$ cat src/common/qsp_defines.vh
// constants shared by the sram user command port and its write queue
`ifndef QSP_DEFINES_VH
`define QSP_DEFINES_VH

// clock rate of core_clk, in megahertz
`define QSP_CLK_MHZ 100

// time spent in read calibration after reset, in microseconds
`define QSP_CAL_TIME_US 10

// calibration time as a count of core_clk cycles (10 us at 100 MHz),
// sized to the calibration counter so the default drops no bits
`define QSP_CAL_CYCLES 16'h03e8

// width of the calibration cycle counter
`define QSP_CAL_CNT_W 16

// memory address width (one word address per request)
`define QSP_ADDR_W 22

// data bits of the memory per beat
`define QSP_MEM_DW 18

// data bits covered by one byte-write enable
`define QSP_BYTE_BITS 9

// beats per request: 2 selects burst-of-two, 4 burst-of-four
`define QSP_BURST_LENGTH 2

// user data bus width: a whole burst per request
`define QSP_DATA_W (`QSP_MEM_DW * `QSP_BURST_LENGTH)

// byte-write enable width: one enable per byte per beat
`define QSP_BW_W ((`QSP_MEM_DW / `QSP_BYTE_BITS) * `QSP_BURST_LENGTH)

// width of one queued write: address, data, byte enables
`define QSP_WQ_W (`QSP_ADDR_W + `QSP_DATA_W + `QSP_BW_W)

// write queue depth and its pointer width
`define QSP_WQ_DEPTH 8
`define QSP_WQ_AW 3

// number of user ports; the second is live in burst-of-two only
`define QSP_NUM_PORTS 2

// width of the reserved debug bus
`define QSP_DBG_W 8

`endif

$ cat src/rtl/qsp_fifo.v
// small synchronous fifo with valid and ready on both sides
`timescale 1ns/1ns

module qsp_fifo #(
	parameter WIDTH = 8,
	parameter DEPTH = 8,
	parameter AW = 3
)
(
	input wire clk,
	input wire rst,
	input wire in_valid,
	output wire in_ready,
	input wire [WIDTH-1:0] in_data,
	output wire out_valid,
	input wire out_ready,
	output wire [WIDTH-1:0] out_data
);

	// depth must be a power of two so that the pointers wrap by themselves
	localparam [AW:0] FULL_COUNT = DEPTH[AW:0];
	localparam [AW:0] EMPTY_COUNT = {(AW+1){1'b0}};

	// storage array, no reset needed: count guards stale words
	reg [WIDTH-1:0] store_r [0:DEPTH-1];
	// write and read pointers
	reg [AW-1:0] wptr_r;
	reg [AW-1:0] rptr_r;
	// number of words held
	reg [AW:0] count_r;

	// handshakes that really move a word
	wire push = in_valid & in_ready;
	wire pop = out_valid & out_ready;

	// honest full and empty from the count
	assign in_ready = (count_r != FULL_COUNT);
	assign out_valid = (count_r != EMPTY_COUNT);
	// head word straight from the array flip-flops
	assign out_data = store_r[rptr_r];

	// array write on push only
	always @(posedge clk)
	begin
		if (push)
			store_r[wptr_r] <= in_data;
	end

	// pointer and count upkeep
	always @(posedge clk or posedge rst)
	begin
		if (rst)
		begin
			wptr_r <= {AW{1'b0}};
			rptr_r <= {AW{1'b0}};
			count_r <= EMPTY_COUNT;
		end
		else
		begin
			// advance the write side
			if (push)
				wptr_r <= wptr_r + 1'b1;
			// advance the read side
			if (pop)
				rptr_r <= rptr_r + 1'b1;
			// push and pop together leave the count alone
			if (push & ~pop)
				count_r <= count_r + 1'b1;
			else if (pop & ~push)
				count_r <= count_r - 1'b1;
		end
	end

endmodule

$ cat src/rtl/qsp_user_port.v
// user command port of the quad-data-rate sram controller
`timescale 1ns/1ns
`include "qsp_defines.vh"

// Operation
// - requests before calibration done are ignored
// - simultaneous read and write: read goes first
// - reads accepted back to back; writes only while write ready shows room in the 8-deep queue
// - read valid marks unbuffered data, capture immediately
// - data buses carry a whole burst
// - burst-of-two adds an independent second port
// - user clock and synchronized reset are provided
// - asynchronous system reset, differential system clock
// - calibration done rises after read calibration
// - separate read and write strobes, shared address
module qsp_user_port #(
	parameter [`QSP_CAL_CNT_W-1:0] CAL_CYCLES = `QSP_CAL_CYCLES
)
(
	// system clock, taken after the differential pad receiver
	input wire core_clk,
	// asynchronous system reset
	input wire rst,
	// user clock and reset synchronized to it
	output wire user_clk,
	output wire user_rst,
	// high once read calibration is over
	output wire calibration_done,
	// port 0 write side
	input wire write_request_p0,
	input wire [`QSP_ADDR_W-1:0] write_address_p0,
	input wire [`QSP_DATA_W-1:0] write_payload_p0,
	input wire [`QSP_BW_W-1:0] byte_write_enables_n_p0,
	output wire write_ready_p0,
	// port 0 read side
	input wire read_request_p0,
	input wire [`QSP_ADDR_W-1:0] read_address_p0,
	output wire [`QSP_DATA_W-1:0] read_payload_p0,
	output wire read_payload_valid_p0,
	// port 1 write side, live in burst-of-two only
	input wire write_request_p1,
	input wire [`QSP_ADDR_W-1:0] write_address_p1,
	input wire [`QSP_DATA_W-1:0] write_payload_p1,
	input wire [`QSP_BW_W-1:0] byte_write_enables_n_p1,
	output wire write_ready_p1,
	// port 1 read side, live in burst-of-two only
	input wire read_request_p1,
	input wire [`QSP_ADDR_W-1:0] read_address_p1,
	output wire [`QSP_DATA_W-1:0] read_payload_p1,
	output wire read_payload_valid_p1,
	// memory side of port 0, toward the phy
	output wire mem_read_n_p0,
	output wire mem_write_n_p0,
	output wire [`QSP_ADDR_W-1:0] mem_address_p0,
	output wire [`QSP_DATA_W-1:0] mem_write_data_p0,
	output wire [`QSP_BW_W-1:0] mem_byte_write_n_p0,
	input wire [`QSP_DATA_W-1:0] mem_read_data_p0,
	input wire mem_read_data_valid_p0,
	// memory side of port 1, toward the phy
	output wire mem_read_n_p1,
	output wire mem_write_n_p1,
	output wire [`QSP_ADDR_W-1:0] mem_address_p1,
	output wire [`QSP_DATA_W-1:0] mem_write_data_p1,
	output wire [`QSP_BW_W-1:0] mem_byte_write_n_p1,
	input wire [`QSP_DATA_W-1:0] mem_read_data_p1,
	input wire mem_read_data_valid_p1,
	// reserved debug outputs, to be left open
	output wire debug_clk,
	output wire [`QSP_DBG_W-1:0] debug_bus
);

	// shorthand widths
	localparam AW = `QSP_ADDR_W;
	localparam DW = `QSP_DATA_W;
	localparam BW = `QSP_BW_W;
	localparam QW = `QSP_WQ_W;
	localparam NP = `QSP_NUM_PORTS;

	// second port is always built but live only in burst-of-two
	localparam burst_two_mode = (`QSP_BURST_LENGTH == 2);
	localparam burst_four_mode = (`QSP_BURST_LENGTH == 4);

	// calibration counter limits
	localparam [`QSP_CAL_CNT_W-1:0] CAL_ZERO = {`QSP_CAL_CNT_W{1'b0}};
	localparam [`QSP_CAL_CNT_W-1:0] CAL_ONE = {{(`QSP_CAL_CNT_W-1){1'b0}},1'b1};

	// calibration sequencer states
	localparam [1:0] ST_RESET = 2'h0;
	localparam [1:0] ST_CAL = 2'h1;
	localparam [1:0] ST_READY = 2'h2;

	// a request counts only after calibration and on a live port
	function req_take;
		input cal_ok;
		input req;
		input port_live;
		begin
			req_take = cal_ok & req & port_live;
		end
	endfunction

	// reset synchronizer: async assert, release on the second edge
	reg rst_meta_r;
	reg rst_sync_r;
	// calibration state and cycle counter
	reg [1:0] cal_state_r;
	reg [1:0] cal_state_nxt;
	reg [`QSP_CAL_CNT_W-1:0] cal_cnt_r;
	reg [`QSP_CAL_CNT_W-1:0] cal_cnt_nxt;
	reg cal_done_r;

	// the user clock is the system clock itself; no second domain
	assign user_clk = core_clk;
	assign user_rst = rst_sync_r;

	// reset synchronizer, flops take only constants under reset
	always @(posedge core_clk or posedge rst)
	begin
		if (rst)
		begin
			rst_meta_r <= 1'b1;
			rst_sync_r <= 1'b1;
		end
		else
		begin
			rst_meta_r <= 1'b0;
			rst_sync_r <= rst_meta_r;
		end
	end

	// next state of the calibration sequencer
	always @*
	begin
		cal_state_nxt = cal_state_r;
		cal_cnt_nxt = cal_cnt_r;
		case (cal_state_r)
			// leave reset and start counting the training time
			ST_RESET:
			begin
				cal_state_nxt = ST_CAL;
				cal_cnt_nxt = CAL_ZERO;
			end
			// training in progress; the phy owns the pins meanwhile
			ST_CAL:
			begin
				if (cal_cnt_r >= CAL_CYCLES - CAL_ONE)
					cal_state_nxt = ST_READY;
				else
					cal_cnt_nxt = cal_cnt_r + CAL_ONE;
			end
			// calibrated; stays here until the next reset
			ST_READY:
			begin
				cal_state_nxt = ST_READY;
			end
			default:
			begin
				cal_state_nxt = ST_RESET;
			end
		endcase
	end

	// calibration registers, cleared by the synchronized reset
	always @(posedge core_clk or posedge rst_sync_r)
	begin
		if (rst_sync_r)
		begin
			cal_state_r <= ST_RESET;
			cal_cnt_r <= CAL_ZERO;
			cal_done_r <= 1'b0;
		end
		else
		begin
			cal_state_r <= cal_state_nxt;
			cal_cnt_r <= cal_cnt_nxt;
			cal_done_r <= (cal_state_nxt == ST_READY);
		end
	end

	// done is forced low while the user reset stands
	assign calibration_done = cal_done_r & ~rst_sync_r;

	// user and memory buses gathered into vectors for the port loop
	wire [NP-1:0] wr_req_v = {write_request_p1, write_request_p0};
	wire [NP-1:0] rd_req_v = {read_request_p1, read_request_p0};
	wire [NP*AW-1:0] wr_addr_v = {write_address_p1, write_address_p0};
	wire [NP*AW-1:0] rd_addr_v = {read_address_p1, read_address_p0};
	wire [NP*DW-1:0] wr_data_v = {write_payload_p1, write_payload_p0};
	wire [NP*BW-1:0] wr_bw_v =
		{byte_write_enables_n_p1, byte_write_enables_n_p0};
	wire [NP*DW-1:0] mem_q_v = {mem_read_data_p1, mem_read_data_p0};
	wire [NP-1:0] mem_qv_v = {mem_read_data_valid_p1, mem_read_data_valid_p0};

	// per-port results, one driver per slice
	wire [NP-1:0] wr_ready_v;
	wire [NP-1:0] rd_valid_v;
	wire [NP*DW-1:0] rd_data_v;
	wire [NP-1:0] mem_rd_n_v;
	wire [NP-1:0] mem_wr_n_v;
	wire [NP*AW-1:0] mem_addr_v;
	wire [NP*DW-1:0] mem_wd_v;
	wire [NP*BW-1:0] mem_bw_v;
	wire [NP-1:0] wq_level_v;

	genvar g;
	generate
		for (g = 0; g < NP; g = g + 1)
		begin : port
			// port 0 always runs; port 1 only in burst-of-two
			wire live = (g == 0) | burst_two_mode;
			// single-cycle pulses, sampled with their sidebands
			wire rd_take = req_take(cal_done_r, rd_req_v[g], live);
			wire wr_want = req_take(cal_done_r, wr_req_v[g], live);
			// write queue signals
			wire wq_in_ready;
			wire wq_out_valid;
			wire [QW-1:0] wq_out;
			// address, burst data and byte enables travel as one word
			wire [QW-1:0] wq_in = {wr_addr_v[g*AW +: AW],
				wr_data_v[g*DW +: DW], wr_bw_v[g*BW +: BW]};
			// a read owns the shared address slot, so writes wait
			wire drain = wq_out_valid & ~rd_take;
			// issue registers toward the memory
			reg rd_n_r;
			reg wr_n_r;
			reg [AW-1:0] addr_r;
			reg [DW-1:0] wd_r;
			reg [BW-1:0] bw_r;
			// read return stage, one deep, overwritten every valid
			reg [DW-1:0] rdata_r;
			reg rvalid_r;

			// queue lets reads and writes arrive in any mix until its 8 entries fill
			qsp_fifo #(
				.WIDTH(QW),
				.DEPTH(`QSP_WQ_DEPTH),
				.AW(`QSP_WQ_AW)
			)
			u_wq
			(
				.clk(core_clk),
				.rst(rst_sync_r),
				.in_valid(wr_want),
				.in_ready(wq_in_ready),
				.in_data(wq_in),
				.out_valid(wq_out_valid),
				.out_ready(drain),
				.out_data(wq_out)
			);

			// command issue: one strobe per cycle on the shared bus
			always @(posedge core_clk or posedge rst_sync_r)
			begin
				if (rst_sync_r)
				begin
					rd_n_r <= 1'b1;
					wr_n_r <= 1'b1;
					addr_r <= {AW{1'b0}};
					wd_r <= {DW{1'b0}};
					bw_r <= {BW{1'b1}};
				end
				else
				begin
					// separate active-low strobes toward the sram
					rd_n_r <= ~rd_take;
					wr_n_r <= ~drain;
					// reads first, then the oldest queued write
					if (rd_take)
						addr_r <= rd_addr_v[g*AW +: AW];
					else if (drain)
						addr_r <= wq_out[QW-1 -: AW];
					// whole burst and its low-active enables
					if (drain)
					begin
						wd_r <= wq_out[BW +: DW];
						bw_r <= wq_out[BW-1:0];
					end
				end
			end

			// read return: no queue, the user must take it now
			always @(posedge core_clk or posedge rst_sync_r)
			begin
				if (rst_sync_r)
				begin
					rdata_r <= {DW{1'b0}};
					rvalid_r <= 1'b0;
				end
				else
				begin
					// memory answers in issue order, so order holds
					rvalid_r <= mem_qv_v[g] & live;
					if (mem_qv_v[g])
						rdata_r <= mem_q_v[g*DW +: DW];
				end
			end

			// hand the slices back out
			assign wr_ready_v[g] = wq_in_ready & cal_done_r & live;
			assign rd_valid_v[g] = rvalid_r;
			assign rd_data_v[g*DW +: DW] = rdata_r;
			assign mem_rd_n_v[g] = rd_n_r;
			assign mem_wr_n_v[g] = wr_n_r;
			assign mem_addr_v[g*AW +: AW] = addr_r;
			assign mem_wd_v[g*DW +: DW] = wd_r;
			assign mem_bw_v[g*BW +: BW] = bw_r;
			assign wq_level_v[g] = wq_out_valid;
		end
	endgenerate

	// user-side outputs
	assign write_ready_p0 = wr_ready_v[0];
	assign write_ready_p1 = wr_ready_v[1];
	assign read_payload_p0 = rd_data_v[DW-1:0];
	assign read_payload_p1 = rd_data_v[2*DW-1:DW];
	assign read_payload_valid_p0 = rd_valid_v[0];
	assign read_payload_valid_p1 = rd_valid_v[1];

	// memory-side outputs
	assign mem_read_n_p0 = mem_rd_n_v[0];
	assign mem_read_n_p1 = mem_rd_n_v[1];
	assign mem_write_n_p0 = mem_wr_n_v[0];
	assign mem_write_n_p1 = mem_wr_n_v[1];
	assign mem_address_p0 = mem_addr_v[AW-1:0];
	assign mem_address_p1 = mem_addr_v[2*AW-1:AW];
	assign mem_write_data_p0 = mem_wd_v[DW-1:0];
	assign mem_write_data_p1 = mem_wd_v[2*DW-1:DW];
	assign mem_byte_write_n_p0 = mem_bw_v[BW-1:0];
	assign mem_byte_write_n_p1 = mem_bw_v[2*BW-1:BW];

	// debug outputs carry internal state; nothing should load them
	assign debug_clk = core_clk;
	assign debug_bus = {burst_four_mode, burst_two_mode, wq_level_v,
		cal_state_r, cal_done_r, rst_sync_r};

endmodule

$ cat config.mk
export PLATFORM = sky130hd
export DESIGN_NAME = qsp_user_port
export DESIGN_NICKNAME = d
export VERILOG_FILES = /design/src/rtl/qsp_fifo.v /design/src/rtl/qsp_user_port.v
export VERILOG_INCLUDE_DIRS = /design/src /design/src/common
export SDC_FILE = /design/constraint.sdc
export NUM_CORES = 1
export LEC_CHECK = 0
export BUFFER_PORTS_ARGS = -buffer_cell sky130_fd_sc_hd__buf_2
export CORE_UTILIZATION = 53
export DETAILED_ROUTE_END_ITERATION = 10
export PLACE_DENSITY = 0.76
export SLEW_MARGIN = 30
export SYNTH_ARGS = -nofsm -noshare
export SYNTH_HDL_FRONTEND = slang
export SYNTH_SLANG_ARGS = --single-unit
$ cat constraint.sdc
create_clock -name core_clk -period 6.5 [get_ports core_clk]
set_input_delay 1.625 -clock core_clk [delete_from_list [all_inputs] [get_ports core_clk]]
set_output_delay 1.625 -clock core_clk [all_outputs]
set_load 0.005 [all_outputs]
[Yosys cells after proc, flatten, opt, wreduce, memory -nomap -nowiden]
Memories as Yosys holds them, arrays and structs flattened.
Cells that the tools add are included.
Word-level totals
  RAM bits: 992
  word-level logic and storage cells: 94
  input bits: 248
  memories: 2
  bits in registers: 243
Operators by class
  bitwise operators: 26
  equal/unequal tests: 6
  reduce and logical (&&, ||, !) cells: 9
  muxes and demuxes: 16
  $lt $le $gt $ge: 1
  $add $sub $neg: 9
Memories
  port[0].u_wq.store_r: words 8, width 62, rd ports 1, clocked after Yosys merged registers in 0, wr ports 1, line qsp_fifo.v:25  | reg [WIDTH-1:0] store_r [0:DEPTH-1];
  port[1].u_wq.store_r: words 8, width 62, rd ports 1, clocked after Yosys merged registers in 0, wr ports 1, line qsp_fifo.v:25
Operators by type and width (count)
  two-way mux 22 bit: 4
  case mux 16 bit (2 select lines): 1
  bitwise AND 1 bit: 17
  adder 16 x 1 -> 16 bit (second input constant): 1
  greater-or-equal comparator 16 x 10 -> 1 bit (second input constant): 1
  two-way mux 16 bit: 1
  two-way mux 4 bit: 4
  adder 3 x 1 -> 3 bit (second input constant): 4
  nonzero test 2 bit: 5
  inverter 1 bit: 9
  adder 4 x 1 -> 4 bit (second input constant): 2
  != test 4 bit (second input constant): 2
  nonzero test 4 bit: 2
  subtractor 4 x 1 -> 4 bit (second input constant): 2
  case mux 2 bit (3 select lines): 1
  equality test 2 bit (second input constant): 2
  two-way mux 1 bit: 4
  equality test 2 x 1 -> 1 bit (second input constant): 1
  zero test 2 bit: 1
  two-way mux 2 bit: 1
  != test 2 bit (second input constant): 1
  AND reduction 2 bit: 1

[Longest topological paths before layout]
Gate-level depths: netlist of the first run.
  word-level depth: 7
  mapped depth: 12
  mapped depth without buffers: 10

[Modules after synthesis]
A second synthesis of the first run with hierarchy kept.
Second synthesis, totals
  cells, all modules: 2192
  area total of the unflattened synthesis: 47775.8 µm²
Modules (own cells, without submodules)
  qsp_fifo (port[1].u_wq): times used 1, cells each 780, area an instance 19458.7 µm², seq. area each 15144.5 µm²
  qsp_fifo (port[0].u_wq): times used 1, cells each 780, area an instance 19456.2 µm², seq. area each 15144.5 µm²
  qsp_user_port: times used 1, cells each 632, area an instance 8861.0 µm², seq. area each 5597.9 µm²

==> results of run 1 <==
routing by layer:
layer / part of all wire / GRT usage / wire length [µm] / vias up
met2: 0.51 / 0.383 / 52300 / 911
met1: 0.40 / 0.303 / 41600 / 12624
met3: 0.060 / 0.0433 / 6230 / 177
met5: 0.0014 / 0 / 149 / -
li1: - / - / - / 10707
met4: 0.028 / 0.0875 / 2880 / 20
cells by family (layout without fill, tap and decap cells):
group | Yosys count | in the layout | share of synthesized area
multiplexers | 495 | 495 | 0.150
buffers and inverters | 151 | 746 | 0.0154
AO/OA/AOI/OAI | 279 | 279 | 0.0365
adder cells (fa/ha/maj) | 13 | 13 | 0.00379
XOR/XNOR | 17 | 17 | 0.00318
AND/OR/NAND/NOR | 260 | 260 | 0.0248
flip-flops | 1235 | 1235 | 0.766
other | 2 | 12 | 0.000160
power by group through the flow:
stage               Sequential (µW)  Combinational, µW  Clock (µW)
finish                         8620                305        6760
global route                   8620                335        7180
CTS                            8620                308        6870
detailed placement             8780                307        13.4
global placement               8780                287        13.4
floorplan                      8790               77.3        19.9
sequential cells by signal, summed over array words and instances, names as in the netlist, 6 cells and up:
register and cells:
cal_cnt_r 16, mem_write_data_p0 36, mem_write_data_p1 36, port.u_wq.rptr_r 6, port.u_wq.store_r 992, mem_address_p0 22
port.u_wq.wptr_r 6, read_payload_p0 36, port.u_wq.count_r 8, mem_address_p1 22, read_payload_p1 36
metrics by stage:
step	cell area [µm²]	utilization	setup slack, ns
CTS	54500	0.625	1.25
floorplan	46900	-	1.38
detailed placement	50600	0.581	1.52
finish	54600	0.626	1.25
global route	54600	0.626	1.25
global placement	50500	0.579	1.52
layout make-up:
cell class | instances | area [µm²] | share of cell area
Multi-Input combinational cell | 1067 | 10400 | 0.190
Sequential cell | 1235 | 35900 | 0.658
Antenna cell | 9 | 22.5 | 0.000412
Inverter | 13 | 52.6 | 0.000962
Timing Repair Buffer | 509 | 2890 | 0.0530
Clock buffer | 173 | 3410 | 0.0624
Clock inverter | 51 | 472 | 0.00864
Tap cell | 1155 | 1450 | 0.0265
worst max-delay path, stage by stage:
cell and delay (ns):
clkbuf_16 0.13, clkbuf_16 0.13, buf_2 0.11
synth_stat cells, drive strengths merged, types with 44 or more instances:
cell      n
edfxtp  992
mux2i   259
dfrtp   229
mux4    160
nand2   144
a21oi    95
buf      84
o21ai    83
mux2     76
nor2     66
clkbuf   54
a22oi    44
a32oi    44
worst paths after layout:
path | endpoint | depth (start not counted) | from | slack, ns
min in group core_clk | user_rst | 0 | rst_meta_r | 0.36
worst max register to register | port[1].u_wq.store_r[4][1] | 4 | cal_done_r | 3.33
worst max-delay path | debug_clk | 3 | core_clk | 1.25
max in group asynchronous | read_payload_p0[28] | 3 | user_rst | 4.64
worst min register to register | port[1].u_wq.count_r[1] | 1 | user_rst | 0.25
worst min-delay path | port[1].u_wq.count_r[1] | 1 | user_rst | 0.25
==> results.md, run 1 <==
* Port bufs at 461
* Die X at 299 µm
* Number of global-route vias before repair at 25,696
* Commonest non-fill, non-tap cells in the layout: edfxtp_1 (992), buf_2 (461), mux2i_1 (259)
* Worst vdd ir at 0.393 mV
* DRC at 0
* TritonCTS clock tree: yes
* Drt pass-1 iters at 7
* DP HPWL at 60,100 µm
* Top_reg_cell synth: edfxtp_1
* First-pass GRT wire length at 154,000 µm
* PostCTS Resize Cnt at 0
* Average size of a mapped cell at 19.1 µm²
* Switching share of total power at 0.195
* Ys Warns at 0
* Yosys top cell area share at 0.636
* Flop pwr share at 0.550
* CP max FO at 2
* Gate Count Post-Synth at 2,452
* Clk slew on worst S/H paths at 0.06 ns
* DRT iter0 DRCs at 1,891
* Hold bufs inserted after CTS at 0
* Crit path DAT at 3.62 ns
* Commonest non-fill, non-tap cell in the layout: edfxtp_1
* Fin. max-slew vios at 0
* Design internal power at 12,600 µW
* Post-Layout Cell Count at 4,212
* Largest net degree at the start of global routing at 146
* Worst Path Required at 4.88 ns
* Via/cell ratio at 5.80
* Synthesized flop and latch total at 1,235
* Max_slew headroom at 0.321
* Ports at 464
* Row cnt at 108
* Die H at 299 µm
* Leak Pwr at 0.0186 µW
* Total Nets Final at 3,210
* Via count at 24,439
* Library cell with the largest summed area after synthesis: edfxtp_1
* Cell Area, Synth at 46,900 µm²
* Max Cap Violations at 0
* Share of layout cells above drive strength 1 at 0.317
* Initial antenna violation count at 26
* Final WL at 103,000 µm
* GP Congestion at 0.828
* Final Hold Fails at 0
* Largest cells by area after synthesis: edfxtp_1 (64%), dfrtp_1 (12%), mux4_2 (7.7%)
* Power share of the clock group at 0.431
* Worst Setup End Kind: output pin
* RSZ-0062 raised after global routing: no
* Netlist cell types at 46
* Status: finished clean
* Setup_tns at 0 ns
* Fillers at 5,911
* Hold crit path type: flop to asynchronous set/reset pin
* Routed Antenna Nets at 0
* Worst-Skew Late Latency at 0.81 ns
* Power Density at 287 nW/µm²
* WL per Instance at 24.5 µm
* Switching power at 3050 µW
* Global route total overflow at 0
* Dpl cells at 3,978
* Number of synthesized flops with an enable pin at 992
* Crit start category: clock port
* Setup violators final at 0
* Sequential area share after synthesis at 0.766
* CORE AREA at 87,200 µm²
* PnR Total Power at 15,700 µW
* Actual slew at the worst max-slew pin at 1.02 ns
* Setup Fix Bufs, Post-CTS at 0
* Area growth syn-to-layout at 16.5%
* Initial Util at 0.538
* Comb pwr share at 0.019
* Kind of critical path: clock port to output pin
* Tot GR Track Use at 0.230
* Hold_ws at 0.247 ns
* Synth async-reset ratio at 0.197
* Die Area at 89,600 µm²
* Clock skew at 0.0266 ns
No activity file was read; power rests on OpenSTA's default activity.
==> inputs of run 2 (changes only) <==
- CORE_UTILIZATION: 53 -> 59
- PLACE_DENSITY: 0.76 -> 0.8
- clock period: 6.5 -> 5.4 ns (I/O delays scaled with it)
==> run 2 against run 1 <==
  * Die area down 10%
  * Clock power up 26%
  * Utilization up 7.5 points
  * Count of clock-buffer cells in the layout down 22
  * Largest cell class unchanged
==> results.md, run 2 (synthesis gave the netlist of run 1 again) <==
* Status: finished clean
* Crit path DAT at 3.07 ns
* Comb pwr share at 0.019
* Commonest non-fill, non-tap cells in the layout: edfxtp_1 (992), buf_2 (461), mux2i_1 (259)
* Number of global-route vias before repair at 26,400
* Commonest non-fill, non-tap cell in the layout: edfxtp_1
* Setup Fix Bufs, Post-CTS at 0
* Tot GR Track Use at 0.265
* Hold crit path type: flop to asynchronous set/reset pin
* Final worst slack at 0.981 ns
* Final Hold Fails at 0
* Initial antenna violation count at 32
* Initial Util at 0.601
* PostCTS Resize Cnt at 0
* Via/cell ratio at 6.12
* Area growth syn-to-layout at 16.8%
* Leak Pwr at 0.0187 µW
* Switching share of total power at 0.199
* Drt pass-1 iters at 6
* Max_slew headroom at 0.319
* Power share of the clock group at 0.442
* Fin util at 0.702
* Busiest grt layer: met2
* Kind of critical path: clock port to output pin
* First-pass GRT wire length at 160,000 µm
* Setup_tns at 0 ns
* TritonCTS clock tree: yes
* Met2 GRT Util at 0.454
* Global route total overflow at 0
* Design internal power at 15,400 µW
* Worst vdd ir at 0.421 mV
* Hold bufs inserted after CTS at 0
* Die H at 284 µm
* Fin. max-slew vios at 0
* Clock skew at 0.0470 ns
* Final instance area at 54,700 µm²
* Row cnt at 102
* DRC at 0
* Max FFs per register at 992
* Final WL at 108,000 µm
* CORE AREA at 78,000 µm²
* Clk slew on worst S/H paths at 0.07 ns
* Worst Setup End Kind: output pin
* DP HPWL at 62,600 µm
* Top reg by flops: port.u_wq.store_r
* WL per Instance at 26.3 µm
* FF/Latch Area at 35,900 µm²
* CP max FO at 2
* Flop pwr share at 0.539
* GRT met3 Usage at 0.0520
* Port bufs at 461
* Routed Antenna Nets at 0
* Die X at 284 µm
* DRT iter0 DRCs at 2,192
* RSZ-0062 raised after global routing: no
* Multi-input gate area at 10,400 µm²
* Actual slew at the worst max-slew pin at 1.02 ns
* Fillers at 4,588
* Worst Path Required at 4.05 ns
* DP Area at 50,500 µm²
* GP Congestion at 0.878
* Die Area at 80,600 µm²
* Setup violators final at 0
* Via count at 25,146
* Power Density at 352 nW/µm²
* Crit start category: clock port
* Switching power at 3840 µW
* Largest net degree at the start of global routing at 140
* Total Nets Final at 3,212
* Worst-Skew Late Latency at 0.81 ns
* Ports at 464
* Share of layout cells above drive strength 1 at 0.323
* Met1 usage at 0.336
* Max Cap Violations at 0
* Hold_ws at 0.354 ns
* Dpl ws at 1.25 ns
run 2: changes by cell type in the layout (fill, tap and decap cells not counted), sizes merged:
| cell | previous run | this run |
|---|---|---|
| buf | 511 | 514 |
| clkbuf | 171 | 149 |
| bufinv | 7 | 14 |
| clkinvlp | 6 | 10 |
| diode | 9 | 18 |
| clkinv | 38 | 50 |
| inv | 13 | 15 |
run 2: path summary, 6_finish.rpt:
kind	cells past startpoint	slack (ns)	to	from
worst max-delay path	3	0.98	debug_clk	core_clk
worst min-delay path	1	0.35	port[1].u_wq.wptr_r[0]	user_rst
worst max register to register	4	2.25	port[1].u_wq.store_r[0][34]	cal_done_r
worst min register to register	1	0.35	port[1].u_wq.wptr_r[0]	user_rst
max in group asynchronous	2	3.82	port[0].u_wq.rptr_r[0]	user_rst
min in group core_clk	0	0.36	user_rst	rst_meta_r
run 2: power groups by stage:
stage,combinational (µW),sequential [µW],clock [µW]
final,371,10400,8500
after detailed placement,372,10600,16.1
after floorplan,93.0,10600,24.0
after CTS,376,10400,8600
after global placement,350,10600,16.1
after global routing,403,10400,8950
run 2: per-stage QoR:
stage	cells	power (µW)
6_report	4112	19200
5_1_grt	4109	19700
4_1_cts	4091	19400
3_5_place_dp	3866	11000
3_3_place_gp	3863	10900
2_1_floorplan	2453	10700
run 2: area by class of cell:
cell class,count,area share
Timing Repair Buffer,512,0.0540
Tap cell,1040,0.0238
Antenna cell,18,0.000823
Sequential cell,1235,0.656
Inverter,13,0.000960
Clock inverter,76,0.0155
Clock buffer,151,0.0589
Multi-Input combinational cell,1067,0.190
run 2: worst max-delay path, cell delays in order:
cell and delay (ns):
clkbuf_16 0.12, clkbuf_16 0.13, buf_2 0.12
run 2: routing by layer:
layer  part of all wire  wire, µm
met5             0.0015       160
met2               0.52     56000
met4              0.036      3860
met3              0.075      8130
met1               0.37     40000
